**src/kms_consts.svh**
```systemverilog
/*
 * constants for the key matrix scanner: matrix size, debounce defaults, reset values.
 * assumes it is included by bare name from the scanner files.
 */
`ifndef KMS_CONSTS_SVH
`define KMS_CONSTS_SVH

// matrix geometry
`define KMS_ROWS 8
`define KMS_COLS 8
`define KMS_KEYS 64

// debounce count field width and its reset value
`define KMS_DEB_W 8
`define KMS_DEB_RESET 8'h04

// row drive values: every row high while idle, no row, first scan row
`define KMS_ROWS_ALL 8'hFF
`define KMS_ROWS_NONE 8'h00
`define KMS_ROW_FIRST 8'h01

`endif

```
**src/kms_pkg.sv**
```systemverilog
/*
 * types shared by the key matrix scanner files.
 * assumes kms_consts.svh is on the include path.
 */
`include "kms_consts.svh"

package kms_pkg;
	// whole keypad image, bit r*8+c is row r column c
	typedef logic [`KMS_KEYS-1:0] kms_matrix_t;

	// report towards the processor side
	typedef struct packed {
		logic irq; // one-cycle new-state pulse
		logic wake; // one-cycle wake-up pulse
	} kms_event_s;

	// scanner sequencing
	typedef enum logic [1:0] {
		KMS_IDLE,
		KMS_SCAN,
		KMS_SETTLE
	} kms_state_e;
endpackage : kms_pkg

```
**src/kms_debounce.sv**
```systemverilog
/*
 * debounce stage: accepts a scanned matrix image only once it has repeated
 * unchanged for a programmable number of complete scans.
 * assumes one i_frame_vld pulse per finished scan, same clock as the scanner.
 */
`timescale 1ns/100ps
`include "kms_consts.svh"

module kms_debounce #(
	parameter int KEYS = `KMS_KEYS,
	parameter int DEB_W = `KMS_DEB_W
) (
	input wire logic i_core_clk,
	input wire logic i_srst,
	input wire logic i_frame_vld,
	input wire logic [KEYS-1:0] i_frame,
	input wire logic [DEB_W-1:0] i_deb_count,
	output logic o_accept,
	output logic [KEYS-1:0] o_frame
);
	////////////////////////////////////////////////////////////////////////
	logic [KEYS-1:0] last_reg; // previous scan image
	logic [DEB_W-1:0] same_reg; // scans seen identical in a row
	logic [DEB_W-1:0] same_next;
	logic accept_next;
	wire same_w = (i_frame == last_reg);
	// a zero count is treated as one, so an image is accepted after one identical repeat
	wire [DEB_W-1:0] need_w = (i_deb_count == '0) ? DEB_W'(1) : i_deb_count;

	// count repeats, fire once when the run reaches the programmed length
	assign same_next = same_w ? ((same_reg == need_w) ? same_reg : same_reg + DEB_W'(1)) : '0;
	assign accept_next = i_frame_vld && same_w && (same_reg + DEB_W'(1) == need_w);

	////////////////////////////////////////////////////////////////////////
	// image and repeat count registers update only per finished scan; o_accept every cycle
	always_ff @(posedge i_core_clk) begin
		if (i_srst) begin
			last_reg <= '0;
			same_reg <= '0;
			o_accept <= 1'b0;
			o_frame <= '0;
		end else begin
			o_accept <= accept_next;
			if (i_frame_vld) begin
				last_reg <= i_frame;
				same_reg <= same_next;
			end
			if (accept_next) begin
				o_frame <= i_frame;
			end
		end
	end

	////////////////////////////////////////////////////////////////////////
	// an accepted image equals the scan that triggered it
	accept_img_a: assert property (@(posedge i_core_clk) disable iff (i_srst)
		accept_next |=> (o_accept && o_frame == $past(i_frame)))
		else $error("debounce accept lost its frame");
	// a changed scan never yields an accept
	change_block_a: assert property (@(posedge i_core_clk) disable iff (i_srst)
		(i_frame_vld && !same_w) |=> !o_accept)
		else $error("accept after changed scan");
endmodule : kms_debounce

```
**src/kms_scanner.sv**
```systemverilog
/*
 * key matrix scanner for an 8 by 8 keypad.
 * idles with all rows high, scans row by row on activity, debounces,
 * stores the keypad image and pulses an interrupt and a wake-up.
 * assumes i_core_clk is the slow timebase clock and column inputs are
 * synchronous to it with pull-downs on the column lines.
 */
// Functional notes
// up to 64 keys, 8 rows by 8 columns
// idle drives all rows high, watches columns
// scan drives one row high, samples columns
// store and interrupt only after debounce
// keep scanning after report for changes
// new state stored then fresh interrupt
// every key combination reported individually
// key press produces Stop mode wake-up
// clocked from slow timebase clock
// debounce needs programmable count identical scans
`timescale 1ns/100ps
`include "kms_consts.svh"

module kms_scanner #(
	parameter int ROWS = `KMS_ROWS,
	parameter int COLS = `KMS_COLS,
	parameter int DEB_W = `KMS_DEB_W
) (
	input wire logic i_core_clk, // slow timebase clock
	input wire logic i_srst,
	input wire logic [COLS-1:0] i_key_col, // column inputs
	input wire logic [DEB_W-1:0] i_deb_count, // scans required stable
	output logic [ROWS-1:0] o_key_row, // row drive
	output kms_pkg::kms_matrix_t o_matrix, // stored keypad state
	output kms_pkg::kms_event_s o_event, // irq and wake pulses
	output logic o_scanning // high while not idle
);
	////////////////////////////////////////////////////////////////////////
	// state
	// width of the row index; a named constant keeps the size casts below legal
	localparam int IDX_W = $clog2(ROWS);
	kms_pkg::kms_state_e state_reg, state_next;
	logic [ROWS-1:0] row_reg, row_next; // one-hot row under test
	logic [$clog2(ROWS)-1:0] idx_reg, idx_next; // row index
	kms_pkg::kms_matrix_t frame_reg, frame_next; // image being built
	logic frame_vld_reg, frame_vld_next; // full scan finished
	logic deb_accept; // debounced image ready
	kms_pkg::kms_matrix_t deb_frame;

	// decoded conditions
	wire any_col_w = |i_key_col;
	wire last_row_w = (idx_reg == IDX_W'(ROWS - 1));
	wire all_open_w = (o_matrix == '0) && (deb_frame == '0);

	////////////////////////////////////////////////////////////////////////
	// sequencing: one cycle per row drive, sample on the next (settle)
	always_comb begin
		state_next = state_reg;
		row_next = row_reg;
		idx_next = idx_reg;
		frame_next = frame_reg;
		frame_vld_next = 1'b0;
		unique case (state_reg)
			kms_pkg::KMS_IDLE: begin
				row_next = `KMS_ROWS_ALL;
				if (any_col_w) begin
					state_next = kms_pkg::KMS_SCAN;
					row_next = `KMS_ROW_FIRST;
					idx_next = '0;
				end
			end
			kms_pkg::KMS_SCAN: begin
				// row already driven; let it settle one cycle before sampling
				state_next = kms_pkg::KMS_SETTLE;
			end
			kms_pkg::KMS_SETTLE: begin
				// every column of this row lands in its own bit
				frame_next[idx_reg*COLS +: COLS] = i_key_col;
				if (last_row_w) begin
					frame_vld_next = 1'b1;
					idx_next = '0;
					row_next = `KMS_ROW_FIRST;
					// back to idle only when nothing is held and reported
					state_next = (frame_next == '0 && all_open_w) ? kms_pkg::KMS_IDLE : kms_pkg::KMS_SCAN;
					if (state_next == kms_pkg::KMS_IDLE) begin
						row_next = `KMS_ROWS_ALL;
					end
				end else begin
					idx_next = idx_reg + 1'b1;
					row_next = {row_reg[ROWS-2:0], 1'b0};
					state_next = kms_pkg::KMS_SCAN;
				end
			end
		endcase
	end

	////////////////////////////////////////////////////////////////////////
	// sequencer registers; runs on the slow clock so stop mode keeps it alive
	always_ff @(posedge i_core_clk) begin
		if (i_srst) begin
			state_reg <= kms_pkg::KMS_IDLE;
			row_reg <= `KMS_ROWS_ALL;
			idx_reg <= '0;
			frame_reg <= '0;
			frame_vld_reg <= 1'b0;
		end else begin
			state_reg <= state_next;
			row_reg <= row_next;
			idx_reg <= idx_next;
			frame_reg <= frame_next;
			frame_vld_reg <= frame_vld_next;
		end
	end

	assign o_key_row = row_reg;

	////////////////////////////////////////////////////////////////////////
	// debounce of complete scan images
	kms_debounce #(
		.KEYS(ROWS * COLS),
		.DEB_W(DEB_W)
	) u_debounce (
		.i_core_clk(i_core_clk),
		.i_srst(i_srst),
		.i_frame_vld(frame_vld_reg),
		.i_frame(frame_reg),
		.i_deb_count(i_deb_count),
		.o_accept(deb_accept),
		.o_frame(deb_frame)
	);

	// a debounced image differing from the stored one is a new state
	// equal images give no interrupt, so a held key reports once; a bounce
	// shorter than the debounce run never reaches the processor side
	wire new_state_w = deb_accept && (deb_frame != o_matrix);
	wire press_w = new_state_w && ((deb_frame & ~o_matrix) != '0);

	////////////////////////////////////////////////////////////////////////
	// store state and pulse the interrupt and wake-up on the same clock edge
	always_ff @(posedge i_core_clk) begin
		if (i_srst) begin
			o_matrix <= '0;
			o_event <= '0;
			o_scanning <= 1'b0;
		end else begin
			o_event.irq <= new_state_w;
			o_event.wake <= press_w;
			o_scanning <= (state_next != kms_pkg::KMS_IDLE);
			if (new_state_w) begin
				o_matrix <= deb_frame;
			end
		end
	end

	////////////////////////////////////////////////////////////////////////
	// idle keeps every row high
	idle_rows_a: assert property (@(posedge i_core_clk) disable iff (i_srst)
		(state_reg == kms_pkg::KMS_IDLE) |-> (o_key_row == `KMS_ROWS_ALL))
		else $error("rows not all high in idle");
	// scanning drives exactly one row
	one_row_a: assert property (@(posedge i_core_clk) disable iff (i_srst)
		(state_reg != kms_pkg::KMS_IDLE) |-> $onehot(o_key_row))
		else $error("scan row not one-hot");
	// column activity in idle starts a scan next cycle
	idle_wake_a: assert property (@(posedge i_core_clk) disable iff (i_srst)
		(state_reg == kms_pkg::KMS_IDLE && any_col_w) |=> (state_reg == kms_pkg::KMS_SCAN && o_key_row == `KMS_ROW_FIRST))
		else $error("column change did not start scan");
	// interrupt only follows a debounce accept
	irq_cause_a: assert property (@(posedge i_core_clk) disable iff (i_srst)
		o_event.irq |-> $past(deb_accept))
		else $error("interrupt without debounce");
	// interrupt comes with the matrix updated to the accepted image
	irq_store_a: assert property (@(posedge i_core_clk) disable iff (i_srst)
		o_event.irq |-> (o_matrix == $past(deb_frame) && o_matrix != $past(o_matrix)))
		else $error("matrix not stored with interrupt");
	// after a report with keys held the scanner keeps scanning
	keep_scan_a: assert property (@(posedge i_core_clk) disable iff (i_srst)
		(o_event.irq && o_matrix != '0) |-> (state_reg != kms_pkg::KMS_IDLE))
		else $error("scan stopped while keys held");
	// a scanned row lands in its own slice
	row_slice_a: assert property (@(posedge i_core_clk) disable iff (i_srst)
		(state_reg == kms_pkg::KMS_SETTLE) |=> (frame_reg[$past(idx_reg)*COLS +: COLS] == $past(i_key_col)))
		else $error("row image misplaced");
	// wake-up only with an interrupt for a newly pressed key
	wake_irq_a: assert property (@(posedge i_core_clk) disable iff (i_srst)
		o_event.wake |-> (o_event.irq && ((o_matrix & ~$past(o_matrix)) != '0)))
		else $error("wake without new press");
	// settle always follows a row drive
	settle_seq_a: assert property (@(posedge i_core_clk) disable iff (i_srst)
		(state_reg == kms_pkg::KMS_SCAN) |=> (state_reg == kms_pkg::KMS_SETTLE) ##1 (state_reg != kms_pkg::KMS_SETTLE))
		else $error("scan timing broken");

	////////////////////////////////////////////////////////////////////////
	// sequencer and report bookkeeping
	// the scanning flag mirrors the sequencer state
	scan_flag_a: assert property (@(posedge i_core_clk) disable iff (i_srst)
		o_scanning == (state_reg != kms_pkg::KMS_IDLE))
		else $error("scanning flag out of step");
	// quiet columns keep the sequencer idle
	idle_stay_a: assert property (@(posedge i_core_clk) disable iff (i_srst)
		(state_reg == kms_pkg::KMS_IDLE && !any_col_w) |=> (state_reg == kms_pkg::KMS_IDLE))
		else $error("idle left without column activity");
	// the driven row holds through its settle cycle
	row_hold_a: assert property (@(posedge i_core_clk) disable iff (i_srst)
		(state_reg == kms_pkg::KMS_SCAN) |=> $stable(o_key_row))
		else $error("row changed before sampling");
	// a finished scan always ends on the last row
	frame_done_a: assert property (@(posedge i_core_clk) disable iff (i_srst)
		frame_vld_reg |-> ($past(state_reg) == kms_pkg::KMS_SETTLE && $past(idx_reg) == IDX_W'(ROWS - 1)))
		else $error("scan image closed early");
	// idle is only re-entered with an empty stored image
	idle_entry_a: assert property (@(posedge i_core_clk) disable iff (i_srst)
		(state_reg == kms_pkg::KMS_IDLE && $past(state_reg) != kms_pkg::KMS_IDLE) |-> (o_matrix == '0))
		else $error("idle entered with keys reported");
	// the interrupt is a single-cycle pulse
	irq_pulse_a: assert property (@(posedge i_core_clk) disable iff (i_srst)
		o_event.irq |=> !o_event.irq)
		else $error("interrupt longer than one cycle");
	// the stored image changes only together with an interrupt
	matrix_hold_a: assert property (@(posedge i_core_clk) disable iff (i_srst)
		!o_event.irq |-> $stable(o_matrix))
		else $error("matrix changed without interrupt");
endmodule : kms_scanner

```
**config.mk**
```make
export PLATFORM = sky130hd
export DESIGN_NAME = kms_scanner
export DESIGN_NICKNAME = d
export VERILOG_FILES = /design/src/kms_pkg.sv /design/src/kms_debounce.sv /design/src/kms_scanner.sv
export VERILOG_INCLUDE_DIRS = /design/src
export SDC_FILE = /design/constraint.sdc
export NUM_CORES = 1
export LEC_CHECK = 0
export ABC_AREA = 1
export BUFFER_PORTS_ARGS = -buffer_cell sky130_fd_sc_hd__buf_2
export CORE_MARGIN = 2
export CORE_UTILIZATION = 66
export CTS_BUF_LIST = sky130_fd_sc_hd__clkbuf_4 sky130_fd_sc_hd__clkbuf_8 sky130_fd_sc_hd__clkbuf_16
export DETAILED_ROUTE_END_ITERATION = 6
export HOLD_SLACK_MARGIN = 0.05
export PLACE_DENSITY = 0.86
export SLEW_MARGIN = 20
export SYNTH_ARGS = -nofsm -noshare
export SYNTH_HDL_FRONTEND = slang
export SYNTH_SLANG_ARGS = --single-unit
export TNS_END_PERCENT = 50
```
**constraint.sdc**
```tcl
create_clock -name i_core_clk -period 7.25 [get_ports i_core_clk]
set_clock_uncertainty 0.2 [all_clocks]
set_input_delay 0.3625 -clock i_core_clk [delete_from_list [all_inputs] [get_ports i_core_clk]]
set_output_delay 0.3625 -clock i_core_clk [all_outputs]
set_load 0.1 [all_outputs]
```
==> Yosys cells after proc, flatten, opt, wreduce, memory -nomap -nowiden <==
Cells that the tools add are included.
Widths: inputs -> output; s select.
{ "totals": {"output_inout_bits": 75, "wordCells": 65, "inputBits": 18, "ff_bits": 282} }
{ "classes": {"muxes": 16, "reduce_logical": 19, "add_sub_neg": 3, "bitwise": 3, "eq_ne": 9, "n_shift": 2} }
{ "op_table": {"columns": ["cell", "n"], "rows": [
  ["$logic_not 64->1", 3],
  ["$and 64x64->64", 1],
  ["$bwmux 64", 1],
  ["$eq 64x64->1", 1],
  ["$ne 64x64->1", 1],
  ["$not 64->64", 1],
  ["$reduce_bool 64->1", 1],
  ["$shift 8x34->64 const A", 1],
  ["$shiftx 8x34->64", 1],
  ["$mux 8", 6],
  ["$neg 6->34", 1],
  ["$eq 8x8->1", 2],
  ["$pmux 8 s2", 1],
  ["$add 8x1->8 const B", 1],
  ["$logic_not 8->1", 1],
  ["$reduce_or 8->1", 1],
  ["$logic_and 1x1->1", 6],
  ["$mux 3", 2],
  ["$pmux 2 s3", 1],
  ["$pmux 3 s2", 1],
  ["$logic_not 2->1", 2],
  ["$ne 2x2->1 const B", 2],
  ["$reduce_and 2->1", 2],
  ["$reduce_bool 2->1", 2],
  ["other kinds (8)", 10]
]} }

==> Logic depth before layout (Yosys ltp) <==
Gate-level depths: netlist (run 1).
{ "depth": {"ltp_word": 10, "mapped_depth": 20, "depth_no_buf": 19} }

==> Cells and area by module <==
A second synthesis (run 1) with hierarchy kept.
{ "unflattened": {"hier_cells": 2262, "hier_area_um2": 14903.0} }
{ "by_module_without_submodules": {"columns": ["mod", "area_per_inst_um2", "seq_area_each_um2", "cells_per_inst", "instances"], "rows": [
  ["kms_scanner", 8226.6, 2902.8, 1187, 1],
  ["kms_debounce", 6676.4, 2742.6, 1075, 1]
]} }

==> Worst setup path before layout (run 1) <==
No wires, ideal clock.
{ "synth_timing": {"path_kind": "register to register", "from": "register o_matrix[56]", "to": "register o_matrix[59]", "t_arrival_ps": 2690, "path_stages_with_launch": 11, "path_slack_ps": 4290, "setup_time_ps": 70, "required_time_ps": 6980, "n_path_buf": 2, "synth_period_minus_slack_ps": 2960, "path_cell_list": "dfxtp_1 inv_1 ha_1 nand4_1 nor4_1 nand4_1 nand2_1 clkbuf_1 clkbuf_1 o21ai_0 a21oi_1"} }
{ "synth_via": {"elab_chain_cells": 2} }
{ "synth_lines": {"columns": ["item", "line", "text"], "rows": [
  ["start, declared", "kms_scanner.sv:32", "output kms_pkg::kms_matrix_t o_matrix,"],
  ["start signal, assigned", "kms_scanner.sv:148", "o_matrix <= deb_frame;"],
  ["$ne 64x64->1", "kms_scanner.sv:133", "wire new_state_w = deb_accept && (deb_frame != o_matrix);"],
  ["$logic_and 1x1->1", "kms_scanner.sv:133", null]
]} }
No other way between the ends.
A chain may end at the register's enable or synchronous reset.

==> Worst setup path after layout (run 1) <==
{ "layout_timing": {"from": "register idx_reg[0]", "to": "register o_scanning"} }
{ "layout_via": {"elab_chain_cells": 9, "elab_cells_between_ends": 11, "cone_classes": "1 x add/sub; 1 x eq/ne; 2 x shift; 4 x mux; 3 x reduce/logical"} }
{ "layout_lines": {"columns": ["item", "line", "text"], "rows": [
  ["start, declared", "kms_scanner.sv:42", "logic [$clog2(ROWS)-1:0] idx_reg, idx_next;"],
  ["start signal, assigned", "kms_scanner.sv:107", "idx_reg <= idx_next;"],
  ["$neg 6->34", "kms_scanner.sv:76", "frame_next[idx_reg*COLS +: COLS] = i_key_col;"],
  ["$shiftx 8x34->64 or $shift 8x34->64 (tied branches)", "kms_scanner.sv:76", null],
  ["$bwmux 64", "kms_scanner.sv:76", null],
  ["$logic_not 64->1", "kms_scanner.sv:82", "state_next = (frame_next == '0 && all_open_w) ? kms_pkg::KMS_IDLE : kms_pkg::KMS_SCAN;"],
  ["$logic_and 1x1->1", "kms_scanner.sv:82", null],
  ["$mux 1", "kms_scanner.sv:82", null],
  ["$mux 1 *", "kms_scanner.sv:77", "if (last_row_w) begin"],
  ["$pmux 2 s3 *", "kms_scanner.sv:61", "unique case (state_reg)"],
  ["$reduce_bool 2->1 *", "kms_scanner.sv:146", "o_scanning <= (state_next != kms_pkg::KMS_IDLE);"],
  ["end signal, assigned", "kms_scanner.sv:146", null],
  ["end, declared", "kms_scanner.sv:34", "output logic o_scanning"]
]} }
Mark *: on every way between the ends. The rest lies on a longest branch, timed or not.

==> results by stage, run 1 <==
Synthesis:
- Of all flip-flops after synthesis, the portion carrying an async set or reset was 0.
- In the synthesized netlist the dominant register cell turns out to be sky130_fd_sc_hd__dfxtp_1.
- The number of synthesized flops with an enable pin is 0.
- In this run, synthesis produced a sequential element count of 282.
- The cell count after synthesis is 1977.
- The area of the mapped netlist is 14100 um2.
- The Yosys step of the flow raised 0 warnings.
- The most frequent cell after synthesis is sky130_fd_sc_hd__nand2_1.
- A synthesized cell averages 7.12 um2.
- The number of unique standard cell types used by synthesis is 36.
- Of the post-synthesis cell area, the dominant cell type holds 0.401.
- The register area share after synthesis is 0.401.
- When the netlist entered floorplanning its net count stood at 2068.
- Counting instances in the post-synthesis netlist gives the leading cell types as 359 x sky130_fd_sc_hd__nand2_1, 288 x sky130_fd_sc_hd__inv_1, 282 x sky130_fd_sc_hd__dfxtp_1, 261 x sky130_fd_sc_hd__a21oi_1, 227 x sky130_fd_sc_hd__o21ai_0.
- After synthesis, the cell types taking the most area are sky130_fd_sc_hd__dfxtp_1 40%, sky130_fd_sc_hd__nand2_1 9.6%, sky130_fd_sc_hd__a21oi_1 9.3%, sky130_fd_sc_hd__o21ai_0 8.1%, sky130_fd_sc_hd__inv_1 7.7%.
- The biggest area consumer among synthesized cells is sky130_fd_sc_hd__dfxtp_1.

Floorplan:
- In this run the vertical extent of the chip is 150 um.
- The floorplan has 53 rows.
- The effective utilization at floorplan is 0.672.
- The count of boundary I/O pins is 93.
- The full die area is 22500 um2.
- The core footprint is 21000 um2.
- Measured along the x axis, the die boundary spans 150 um.

STA:
- Derived from the worst setup path, the maximum achievable clock frequency is 0.272 GHz.
- The number of failing hold endpoints at the final stage is 0.
- The transition time of the tightest slew-check pin is 1.10 ns.
- The final critical path time including I/O delays and setup is 3.68 ns.
- Setup repair after global routing left no endpoint under its margin.
- The count of final max-slew check failures came to 0.
- The worst hold slack is 0.115 ns.
- The final count of negative-setup-slack endpoints is 0.
- The final sum of negative setup slack is 0 ns.
- The worst pin sits at a relative slew slack of 0.269.
- The fraction of the cycle the final worst path needs is 0.507.

Clocking:
- The clock net sink count is 282.
- Counting along the longest clock path gives a buffer depth of 3.
- Clock-pin slew was measured on the worst setup and hold paths at 0.07 ns.
- The number of hold buffers added after CTS is 0.
- The post-CTS setup buffer count is 0.
- The H-tree depth is 1.
- For the worst-skew pair, the clock arrives at the later sink with an insertion delay of 0.54 ns.
- The count of cells resized by post-cts repair is 0.
- The clock buffer count from CTS is 29.
- Clock tree synthesis selected as its root buffer the cell sky130_fd_sc_hd__clkbuf_16.
- The CTS tree is done.

Cells and area:
- The final-layout fill cell count is 1646.
- The repair_antennas step left the layout with diodes totalling 0.
- The layout net count is 2103.
- Relative to the synthesized area, the layout overhead comes to 10.4%.
- The share of post-route cells with drive strength above 1 is 0.0860.

Pwr:
- The static leakage is 7.35 nW.
- The ratio of total power to cell area is 229 nW/um2.
- The worst-case IR drop observed on VDD is 0.184 mV.

Global route:
- The pin count of the biggest net entering global routing is 131.
- The number of global-route vias before repair is 11900.
- In the global route stage, overall resource usage came out at 0.320.
- Summed over all layers, the global routing overflow is 0.
- The number of antenna violations at the first check in global routing is 0.
- The first global-routing pass estimated 58400 um of wire.

Placed design:
- The final estimated routing congestion in global placement is 1.00.
- During placement, the flow inserted port buffers numbering 92.
- Summed over all nets, the half-perimeter wirelength after detailed placement is 25500 um.

Worst setup path:
- For this run, the slowest stage of the critical path takes 0.63 ns.
- The start-to-end type of the worst setup path is register to register.
- The arrival time at the worst endpoint is 3.91 ns.
- STA classifies the critical path startpoint as a register.
- The worst path required time is 7.48 ns.
- Traced cell by cell, the critical path runs through inv_2 > ha_1 > ha_1 > nor2_2 > nand3_1 > o21ai_1 > nand2_1 > nor2_1 > nand2_1 > nor2_1 > nand3_1 > nor2_2 > nand2_1 > nand2_1 > nand2_1 > nand2_1 > nand2_1.
- The dominant cell type by count on the critical path is sky130_fd_sc_hd__nand2_1.
- Among all stages on the critical path, the largest delay is contributed by sky130_fd_sc_hd__dfxtp_1.
- The largest driver fanout on the critical path is 14.
- The kind of end point of the critical path is a register.

Route:
- The total length of routed wires is 36800 um.
- In this run the remaining antenna-violating nets after routing total 0.
- The first TritonRoute pass finished after 5 iterations.
- The via density per instance is 5.69.
- The count of vias placed by the detailed router is 13100.
- The routed length per instance is 15.9 um.
- After the first detailed-routing iteration, the DRC count stood at 1332.
- The residual DRC count is 0.

Run:
- Max-cap violations in this run came to 0.

Status:
- The run finished with clean final reports.

Hold path:
- The path class of the tightest hold or removal check is primary input to register.
-- layout make-up --
cell class	instances	area (um2)	share of cell area
clock buffers	33	768	0.0494
inverters	293	1100	0.0709
repair buffers	98	509	0.0327
flip-flops and latches	282	5650	0.363
multi-input cells	1308	6940	0.446
clock inverters	20	238	0.0153
well taps	275	344	0.0221
-- worst max-delay path, delay by kind of cell, from the launching register on --
family	cells	cell delay [ns]
simple gates	13	1.53
flops	1	0.63
buf+inv	1	0.20
compound gates	1	0.34
fa+ha+maj	2	0.67
-- path summary, 6_finish.rpt --
check / cells after the start / start / slack [ns] / to
min reg2reg: 2 / o_matrix[29]$_SDFFE_PP0P_ / 0.29 / o_matrix[29]$_SDFFE_PP0P_
min: 5 / i_key_col[0] / 0.12 / frame_reg[40]$_SDFFE_PP0P_
max: 17 / idx_reg[0]$_SDFFE_PP0P_ / 3.57 / o_scanning$_SDFF_PP0_
max reg2reg: 17 / idx_reg[0]$_SDFFE_PP0P_ / 3.57 / o_scanning$_SDFF_PP0_
-- placed cells by master, fill, tap and decap left out, types with 2 or more instances in the layout --
cell | netlist | final
sky130_fd_sc_hd__nor4_1 | 24 | 24
sky130_fd_sc_hd__clkbuf_16 | 0 | 29
sky130_fd_sc_hd__a211oi_1 | 8 | 8
sky130_fd_sc_hd__xor2_1 | 12 | 12
sky130_fd_sc_hd__clkinvlp_4 | 0 | 2
sky130_fd_sc_hd__nor3_1 | 8 | 8
sky130_fd_sc_hd__clkbuf_8 | 0 | 2
sky130_fd_sc_hd__nand3_2 | 2 | 2
sky130_fd_sc_hd__inv_2 | 3 | 3
sky130_fd_sc_hd__a21oi_1 | 261 | 261
sky130_fd_sc_hd__inv_1 | 288 | 288
sky130_fd_sc_hd__buf_2 | 11 | 92
sky130_fd_sc_hd__o21ai_0 | 227 | 227
sky130_fd_sc_hd__bufinv_16 | 0 | 5
sky130_fd_sc_hd__or2_2 | 4 | 4
sky130_fd_sc_hd__nor2_2 | 3 | 3
sky130_fd_sc_hd__clkbuf_4 | 0 | 2
sky130_fd_sc_hd__buf_4 | 3 | 5
sky130_fd_sc_hd__ha_1 | 73 | 73
sky130_fd_sc_hd__clkinv_2 | 0 | 12
sky130_fd_sc_hd__dfxtp_1 | 282 | 281
sky130_fd_sc_hd__o2111ai_1 | 2 | 2
sky130_fd_sc_hd__nand3_1 | 28 | 28
sky130_fd_sc_hd__nand2_2 | 2 | 3
sky130_fd_sc_hd__o211ai_1 | 15 | 15
sky130_fd_sc_hd__nand2_1 | 359 | 357
sky130_fd_sc_hd__nor2_4 | 4 | 4
sky130_fd_sc_hd__xnor2_1 | 57 | 57
sky130_fd_sc_hd__nor2_1 | 160 | 160
sky130_fd_sc_hd__nand3b_1 | 3 | 3
sky130_fd_sc_hd__o21ai_1 | 6 | 6
sky130_fd_sc_hd__nand4_1 | 44 | 44
-- report_power, final --
part | internal (mW) | total, mW | switching (mW)
clock network | 0.940 | 1.57 | 0.629
logic | 0.106 | 0.396 | 0.291
registers | 1.58 | 1.60 | 0.0262
total | 2.62 | 3.57 | 0.946
-- metal layers --
layer / vias to the layer above / global-route usage / share of wire
met5: - / 0 / 0
met4: 0 / 0.130 / 0.035
met3: 92 / 0.0421 / 0.079
met2: 551 / 0.510 / 0.45
met1: 5985 / 0.440 / 0.43
li1: 6506 / - / -
-- cell families (layout without fill, tap and decap cells) --
| group | after synthesis | count (layout) | synth area share |
|---|---|---|---|
| DFF | 282 | 282 | 0.401 |
| xor gates and xnor gates | 69 | 69 | 0.0429 |
| and+or+nand+nor | 644 | 644 | 0.193 |
| AOI/OAI and AO/OA | 522 | 522 | 0.191 |
| adders and majority gates | 73 | 73 | 0.0648 |
| buffers and inverters | 387 | 444 | 0.108 |
-- through the flow --
| stage | setup WS (ns) | total power [mW] | util | area [um2] | instances |
|---|---|---|---|---|---|
| 2_1_floorplan | 4.29 | 1.92 | - | 14100 | 1977 |
| 3_3_place_gp | 3.90 | 2.01 | 0.694 | 14500 | 2256 |
| 3_5_place_dp | 3.79 | 2.02 | 0.694 | 14500 | 2256 |
| 4_1_cts | 3.68 | 3.57 | 0.742 | 15500 | 2309 |
| 5_1_grt | 3.25 | 3.69 | 0.742 | 15600 | 2309 |
| 6_report | 3.57 | 3.57 | 0.742 | 15600 | 2309 |
Note: power is estimated with default switching activity, not from simulation.
==> run 2: changes to the inputs <==
- ABC_AREA: 1 -> 0
- CORE_UTILIZATION: 66 -> 61
- PLACE_DENSITY: 0.86 -> 0.8
- clock period: 7.25 -> 3.85 ns (I/O delays scaled with it)
==> results by stage, run 2 <==
Status:
- The final reports fail on DRC.
- The run finished, with violations left.

Hold path:
- The hold path depth is 6 (+1).
- The worst hold-check path type is primary input to register.
- The terminating pin of the worst hold path is u_debounce.same_reg[6]$_SDFFE_PP0P_.
- The hold path startpoint is i_deb_count[0].

Cells and area:
- The library cell used most frequently in the layout, excluding fill and tap cells, is sky130_fd_sc_hd__dfxtp_1.
- Leaving out fill and tap cells, the most frequent cells in the layout are 281 x sky130_fd_sc_hd__dfxtp_1, 190 x sky130_fd_sc_hd__a21oi_1, 186 x sky130_fd_sc_hd__nand2_1, 126 x sky130_fd_sc_hd__nor2_1, 109 x sky130_fd_sc_hd__nand3_1.
- The area used by multi-input combinational logic was 7280 um2 (+4.9%).
- The final antenna diode count was 0 (unchanged).
- The layout net count came to 1789 (-15%).
- The synthesis-to-layout area growth is 13.4%.
- The share of post-route cells with drive strength above 1 is 0.109 (+0.0231).
- The final-layout fill cell count is 1784 (+8.4%).
- The combined flip-flop and latch cell area is 5650 um2 (unchanged).

Worst setup path:
- In this run the critical register-to-register path is captured at u_debounce.o_accept$_SDFF_PP0_.
- The arrival time at the worst endpoint is 3.81 ns (-0.10 ns).
- The worst-case register-to-register setup slack is 0.33 ns (-3.24 ns).
- The worst path required time is 4.14 ns (-3.34 ns).
- The worst setup path is launched from a register.
- The largest driver fanout on the critical path came to 26 (+12).
- The logic depth of the worst register-to-register path was 8 (-9).
- The worst setup path is of the register to register kind.
- The worst setup path is captured at a register.
- The startpoint of the worst-slack reg-to-reg timing path is frame_reg[9]$_SDFFE_PP0P_.

STA:
- The final sum of negative setup slack is 0 ns (unchanged).
- The number of failing hold endpoints at the final stage is 0 (unchanged).
- Setup repair after global routing left no endpoint under its margin.
- The final critical path time including I/O delays and setup is 3.52 ns (-0.159 ns).
- The highest attainable clock frequency is 0.284 GHz (+4.5%).
- The worst hold slack is 0.177 ns (+0.0617 ns).
- The headroom to the max-slew limit came to 0.235 (-0.0337).
- The transition time of the tightest slew-check pin is 1.15 ns (+0.0505 ns).
- The fraction of the cycle the final worst path needs is 0.914 (+0.407).
- The final count of negative-setup-slack endpoints is 0 (unchanged).
- The count of final max-slew check failures is 0 (unchanged).

Placed design:
- The detailed-placement wirelength estimate was 29700 um (+17%).
- The final estimated routing congestion in global placement is 0.993 (-1.0%).
- The number of port buffers was 92 (unchanged).

Synthesis:
- The most frequently used flop master after synthesis is sky130_fd_sc_hd__dfxtp_1.
- The commonest cells after synthesis are 282 x sky130_fd_sc_hd__dfxtp_1, 190 x sky130_fd_sc_hd__a21oi_1, 187 x sky130_fd_sc_hd__nand2_1, 126 x sky130_fd_sc_hd__nor2_1, 109 x sky130_fd_sc_hd__nand3_1.
- The area of the mapped netlist was 13600 um2 (-3.1%).
- The average cell area after synthesis is 8.31 um2 (+17%).
- The number of unique standard cell types used by synthesis is 67 (+86%).
- The cell count after synthesis is 1643 (-17%).
- The async set-reset flop share out of synthesis is 0 (unchanged).
- The register area share after synthesis came to 0.414 (+0.0129).
- In the post-synthesis netlist, the biggest area contributors are sky130_fd_sc_hd__dfxtp_1 41%, sky130_fd_sc_hd__a21oi_1 7.0%, sky130_fd_sc_hd__ha_1 6.7%, sky130_fd_sc_hd__mux2i_1 5.9%, sky130_fd_sc_hd__nand2_1 5.1%.
- The proportion of netlist area held by the largest area contributor is 0.414 (+0.0129).
- The count of synthesis-stage warnings from yosys is 0 (unchanged).
- The biggest area consumer among synthesized cells is sky130_fd_sc_hd__dfxtp_1.
- The synthesized netlist net count is 1734 (-16%).
- The number of synthesized register bits was 282 (unchanged).
- The number of synthesized flops with an enable pin is 0 (unchanged).
- Yosys instantiated no cell more often than sky130_fd_sc_hd__dfxtp_1.

Pwr:
- The maximum vdd ir drop came to 0.341 mV (+85%).
- The register share of total power is 0.446 (-0.003).
- The net switching power figure is 1.66 mW (+76%).
- The clock network fraction of total power is 0.473 (+0.033).
- The internal power came to 4.97 mW (+89%).
- The ratio of total power to cell area is 428 nW/um2 (+87%).
- The combinational fraction of design power is 0.080 (-0.031).
- The switching share of power is 0.251 (-0.0141).
- The static leakage is 5.61 nW (-24%).

Route:
- The wire length on met1 came to 17500 um (+9.6%).
- Signal routing reaches up to met4.
- The violation count after the first detailed-routing iteration is 1680 (+26%).
- The routed wire length on met2 came to 19000 um (+14%).
- The length of the first detailed-routing pass in iterations is 7 (+2).
- The routed length per instance was 21.1 um (+32%).
- The detailed route wirelength on metal3 is 3720 um (+28%).
- The residual DRC count was 4 (+4).
- The number of nets still failing antenna checks after routing is 0 (unchanged).
- The count of vias placed by the detailed router is 12700 (-3.2%).
- The total length of routed wires is 42200 um (+15%).
- The via density per instance is 6.35 (+12%).

Clocking:
- The library cell used as clock root buffer is sky130_fd_sc_hd__clkbuf_16.
- The post-CTS setup buffer count is 0 (unchanged).
- The clock-pin slew on the worst setup and hold paths is 0.06 ns (about the same).
- The H-tree depth is 1 (unchanged).
- The clock net sink count is 282 (unchanged).
- The deepest clock path buffer count came to 3 (unchanged).
- The insertion delay of the later-clocked pin in the worst-skew pair is 0.57 ns (+0.03 ns).
- The CTS tree is done.
- The clock buffer count from CTS is 30 (+3.4%).

Global route:
- The total overflow reported by the global router came to 0 (unchanged).
- The first-pass GRT wire length was 66100 um (+13%).
- The aggregate global-route resource usage was 0.349 (+0.0294).
- The number of antenna violations at the first check in global routing is 0 (unchanged).
- The number of global-route vias before repair is 11900 (+0.24%).
- The pin count of the biggest net entering global routing is 216 (+65%).

Floorplan:
- The full die area was 23600 um2 (+4.7%).
- The cell row count is 54 (+1.9%).
- The effective utilization at floorplan came to 0.623 (-0.0489).
- The core footprint came to 21900 um2 (+4.5%).
- The count of boundary I/O pins is 93 (unchanged).
- The chip height was 154 um (+2.3%).
- The horizontal die dimension is 154 um (+2.3%).

Run:
- The number of max-cap violations is 0 (unchanged).
run 2: kinds of logic (layout without fill, tap and decap cells):
logic type / after synthesis / count (layout) / share of synthesized area
simple gates: 637 / 637 / 0.230
compound gates: 315 / 315 / 0.127
flops: 282 / 282 / 0.414
buf+inv: 180 / 259 / 0.0542
mux: 81 / 81 / 0.0595
xor+xnor: 75 / 75 / 0.0481
fa+ha+maj: 73 / 73 / 0.0669
run 2: worst max path at each step:
stage                               startpoint                        endpoint  slack [ns]  depth (start not counted)
floorplan              idx_reg[0]$_SDFFE_PP0P_       o_key_row[1]$_SDFFE_PP1P_        0.66                         11
detailed placement     idx_reg[1]$_SDFFE_PP0P_       o_key_row[6]$_SDFFE_PP1P_        0.64                          9
CTS                 frame_reg[28]$_SDFFE_PP0P_  u_debounce.o_accept$_SDFF_PP0_        0.42                          8
global placement       idx_reg[0]$_SDFFE_PP0P_       o_key_row[1]$_SDFFE_PP1P_        0.71                          9
global route        frame_reg[28]$_SDFFE_PP0P_  u_debounce.o_accept$_SDFF_PP0_        0.28                          8
finish               frame_reg[9]$_SDFFE_PP0P_  u_debounce.o_accept$_SDFF_PP0_        0.33                          8
run 2: critical path, stage by stage (launching register included):
cell and delay [ns]:
sky130_fd_sc_hd__dfxtp_1 0.41, sky130_fd_sc_hd__xnor2_1 0.37, sky130_fd_sc_hd__nand4_1 0.17, sky130_fd_sc_hd__nor4_1 0.64, sky130_fd_sc_hd__nand4_1 0.15, sky130_fd_sc_hd__buf_4 0.28, sky130_fd_sc_hd__or4b_1 0.55, sky130_fd_sc_hd__dlygate4sd3_1 0.57
sky130_fd_sc_hd__nor3_1 0.11
run 2: power groups by stage:
stage                     Sequential [mW]  Clock, mW  Combinational, mW
after floorplan                      3.14          0              0.275
after global placement               3.02          0              0.510
after detailed placement             3.02          0              0.513
after CTS                            2.96       3.15              0.524
after global routing                 2.96       3.26              0.566
final                                2.96       3.14              0.533
run 2: routing by layer:
layer | track usage | up-vias
met3 | 0.0437 | 135
met2 | 0.550 | 658
met1 | 0.485 | 5986
met4 | 0.152 | 0
li1 | - | 5939
met5 | 0 | -
run 2: through the flow:
stage               cell area [um2]  cells  total power [mW]  worst slack (ns)  utilization
floorplan                     13600   1643              3.42             0.663            -
global placement              14200   1932              3.53             0.712        0.651
detailed placement            14200   1932              3.54             0.635        0.651
CTS                           15500   2002              6.63             0.422        0.707
global route                  15500   2002              6.79             0.280        0.707
finish                        15500   2002              6.63             0.331        0.707
run 2: cell type report:
| class | count | area share |
|---|---|---|
| multi-input combinational | 1181 | 0.470 |
| sequential | 282 | 0.365 |
| clock buffer | 38 | 0.0551 |
| timing repair buffer | 131 | 0.0547 |
| tap | 280 | 0.0226 |
| inverter | 72 | 0.0175 |
| clock inverter | 18 | 0.0147 |
run 2: what timing repair did:
item,in CTS,in global routing
endpoints found under the hold margin,88,0
hold buffers,14,0
resized for setup,0,0
==> run 3: changes to the inputs <==
- REMOVE_ABC_BUFFERS: default -> 1
==> results by stage, run 3 (same netlist as run 2, synthesis figures left out) <==
Status:
- The flow ran to the end, and the final reports show no timing, DRC or antenna violations.

Pwr:
- The net switching power figure is 1.57 mW (-5.5%).
- The maximum vdd ir drop came to 0.317 mV (-6.8%).
- The static leakage is 5.57 nW (-0.77%).
- The combinational fraction of design power was 0.086 (+0.006).
- The register share of total power was 0.476 (+0.030).
- The switching share of power came to 0.253 (+0.00197).
- The internal power came to 4.65 mW (-6.4%).
- The clock network fraction of total power is 0.438 (-0.035).
- The ratio of total power to cell area came to 405 nW/um2 (-5.4%).

Floorplan:
- The core footprint came to 21900 um2 (unchanged).
- The cell row count is 54 (unchanged).
- The chip height was 154 um (unchanged).
- The horizontal die dimension is 154 um (unchanged).
- The full die area is 23600 um2 (unchanged).
- The count of boundary I/O pins is 93 (unchanged).
- The effective utilization at floorplan is 0.623 (unchanged).

Global route:
- The total overflow reported by the global router is 0 (unchanged).
- The aggregate global-route resource usage was 0.350 (+0.00129).
- The first-pass GRT wire length is 66300 um (+0.38%).
- The number of global-route vias before repair came to 11900 (-0.13%).
- The number of antenna violations at the first check in global routing was 0 (unchanged).
- The pin count of the biggest net entering global routing is 171 (-21%).

Clocking:
- The deepest clock path buffer count is 3 (unchanged).
- The clock-pin slew on the worst setup and hold paths is 0.06 ns (about the same).
- The count of cells resized by post-cts repair came to 0 (unchanged).
- The H-tree depth came to 1 (unchanged).
- TritonCTS built the clock tree.
- The clock net sink count is 282 (unchanged).
- The insertion delay of the later-clocked pin in the worst-skew pair is 0.55 ns (-0.02 ns).
- The clock buffer count from CTS is 29 (-3.3%).
- The cell sitting at the root of the clock tree is a sky130_fd_sc_hd__clkbuf_16.

Worst setup path:
- The critical path starts at idx_reg[1]$_SDFFE_PP0P_.
- The worst-case register-to-register setup slack is 0.56 ns (+0.23 ns).
- The worst reg2reg path endpoint is o_key_row[5]$_SDFFE_PP1P_.
- The worst path required time is 4.09 ns (-0.05 ns).
- The logic depth of the worst register-to-register path came to 9 (+1).
- The largest driver fanout on the critical path is 8 (-69%).
- The number of buffers and inverters on the critical path is 1 (-1).
- The startpoint of the worst-slack reg-to-reg timing path is idx_reg[1]$_SDFFE_PP0P_.
- The dominant cell type by count on the critical path is sky130_fd_sc_hd__ha_1.
- The worst setup path is launched from a register.
- The arrival time at the worst endpoint was 3.53 ns (-0.28 ns).
- STA classifies the critical path endpoint as a register.
- The cell with the biggest individual delay on the critical path is sky130_fd_sc_hd__ha_1.
- The longest individual stage delay on the worst path is 0.45 ns (-0.19 ns).
- The critical path goes through inv_1 > ha_1 > ha_1 > and4bb_2 > nor3_1 > o22ai_1 > nor4bb_1 > nand4_1 > o211ai_1.
- The critical path in this run is classified as register to register.
- The largest delay contributor family on the critical path is simple AND/OR/NAND/NOR gates.

Route:
- The residual DRC count is 0 (-4).
- The count of vias placed by the detailed router is 12700 (-0.071%).
- The highest routed metal layer is met4.
- The total length of routed wires came to 42000 um (-0.51%).
- The via density per instance was 6.34 (-0.17%).
- The number of nets still failing antenna checks after routing is 0 (unchanged).
- The violation count after the first detailed-routing iteration is 1484 (-12%).
- The wire length on met1 is 17600 um (+0.43%).
- The detailed route wirelength on metal3 is 3520 um (-5.4%).
- The length of the first detailed-routing pass in iterations was 6 (-1).
- The routed wire length on met2 came to 18100 um (-4.7%).
- The routed length per instance is 21.0 um (-0.61%).

STA:
- Setup repair after global routing left no endpoint under its margin.
- The final critical-path setup slack came to 0.561 ns (+0.230 ns).
- The number of failing hold endpoints at the final stage is 0 (unchanged).
- The highest attainable clock frequency is 0.304 GHz (+7.0%).
- The final critical path time including I/O delays and setup came to 3.29 ns (-0.230 ns).
- The fraction of the cycle the final worst path needs came to 0.854 (-0.0598).
- The headroom to the max-slew limit came to 0.418 (+0.183).
- The transition time of the tightest slew-check pin is 0.864 ns (-0.283 ns).
- The final count of negative-setup-slack endpoints was 0 (unchanged).
- The count of final max-slew check failures came to 0 (unchanged).

Hold path:
- The worst hold-check path type is primary input to register.
- The terminating pin of the worst hold path is u_debounce.same_reg[6]$_SDFFE_PP0P_.
- The hold path startpoint is i_deb_count[0].
- The hold path depth is 6 (unchanged).

Run:
- The number of max-cap violations is 0 (unchanged).

Placed design:
- The instance area at placement is 14300 um2 (+0.48%).
- The number of port buffers is 92 (unchanged).
- The worst slack at placement is 0.649 ns (+0.0137 ns).
- The number of cells in the design after placement is 1943 (+0.57%).
- The detailed-placement wirelength estimate is 30300 um (+2.2%).
- The final estimated routing congestion in global placement is 1.03 (+4.0%).

Cells and area:
- Leaving out fill and tap cells, the most frequent cells in the layout are 281 x sky130_fd_sc_hd__dfxtp_1, 190 x sky130_fd_sc_hd__a21oi_1, 186 x sky130_fd_sc_hd__nand2_1, 126 x sky130_fd_sc_hd__nor2_1, 109 x sky130_fd_sc_hd__nand3_1.
- The final antenna diode count is 0 (unchanged).
- The non-filler instance count after layout is 2004 (+0.10%).
- The library cell used most frequently in the layout, excluding fill and tap cells, is sky130_fd_sc_hd__dfxtp_1.
- The synthesis-to-layout area growth is 12.5%.
- The share of post-route cells with drive strength above 1 is 0.113 (+0.00335).
- The layout net count is 1795 (+0.34%).
- The total non-filler cell area in the finished layout is 15400 um2 (-0.79%).
- The final design utilization is 0.702 (-0.00560).
-- run 3: per-layer routing --
metal,vias to the layer above,track usage
met5,-,0
met4,0,0.198
met3,150,0.0474
met2,670,0.538
met1,5940,0.478
li1,5949,-
-- run 3: metrics by stage --
| step | TNS, ns | power [mW] | hold WS (ns) |
|---|---|---|---|
| global route | 0 | 6.38 | 0.105 |
| floorplan | -294.73 | 3.35 | 0.0616 |
| CTS | 0 | 6.23 | 0.0822 |
| finish | 0 | 6.22 | 0.0935 |
| global placement | 0 | 3.54 | 0.276 |
| detailed placement | 0 | 3.54 | 0.281 |
-- run 3: worst max-delay path by stage --
stage / end / slack [ns] / cells past startpoint
detailed placement: o_key_row[5]$_SDFFE_PP1P_ / 0.65 / 9
global route: o_key_row[5]$_SDFFE_PP1P_ / 0.35 / 9
CTS: o_key_row[5]$_SDFFE_PP1P_ / 0.61 / 9
global placement: o_key_row[2]$_SDFFE_PP1P_ / 0.65 / 9
finish: o_key_row[5]$_SDFFE_PP1P_ / 0.56 / 9
floorplan: u_debounce.o_frame[0]$_SDFFE_PP0P_ / -4.60 / 4
-- run 3: tightest hold or removal path: cells and delay by family --
family                 cells  cell delay (ns)
AOI/OAI and AO/OA          4             0.44
buffers and inverters      1             0.09
and+or+nand+nor            1             0.05
-- run 3: power by group through the flow --
| stage | combinational [mW] | sequential [mW] | clock, mW |
|---|---|---|---|
| floorplan | 0.206 | 3.14 | 0 |
| global placement | 0.513 | 3.02 | 0 |
| detailed placement | 0.515 | 3.02 | 0 |
| CTS | 0.525 | 2.96 | 2.74 |
| global route | 0.567 | 2.96 | 2.85 |
| finish | 0.533 | 2.96 | 2.72 |
-- run 3: area by class of cell --
| type | instances | area [um2] |
|---|---|---|
| Fill cell | 1755 | 6530 |
| Sequential cell | 282 | 5650 |
| Clock buffer | 43 | 887 |
| Multi-Input combinational cell | 1181 | 7270 |
| Clock inverter | 8 | 51.3 |
| Tap cell | 280 | 350 |
| Timing Repair Buffer | 138 | 877 |
| Inverter | 72 | 270 |
-- run 3: timing repair --
action	in CTS	in global routing
hold buffers	10	0
setup buffers	0	0
endpoints found under the hold margin	52	0
setup endpoints to repair	0	0
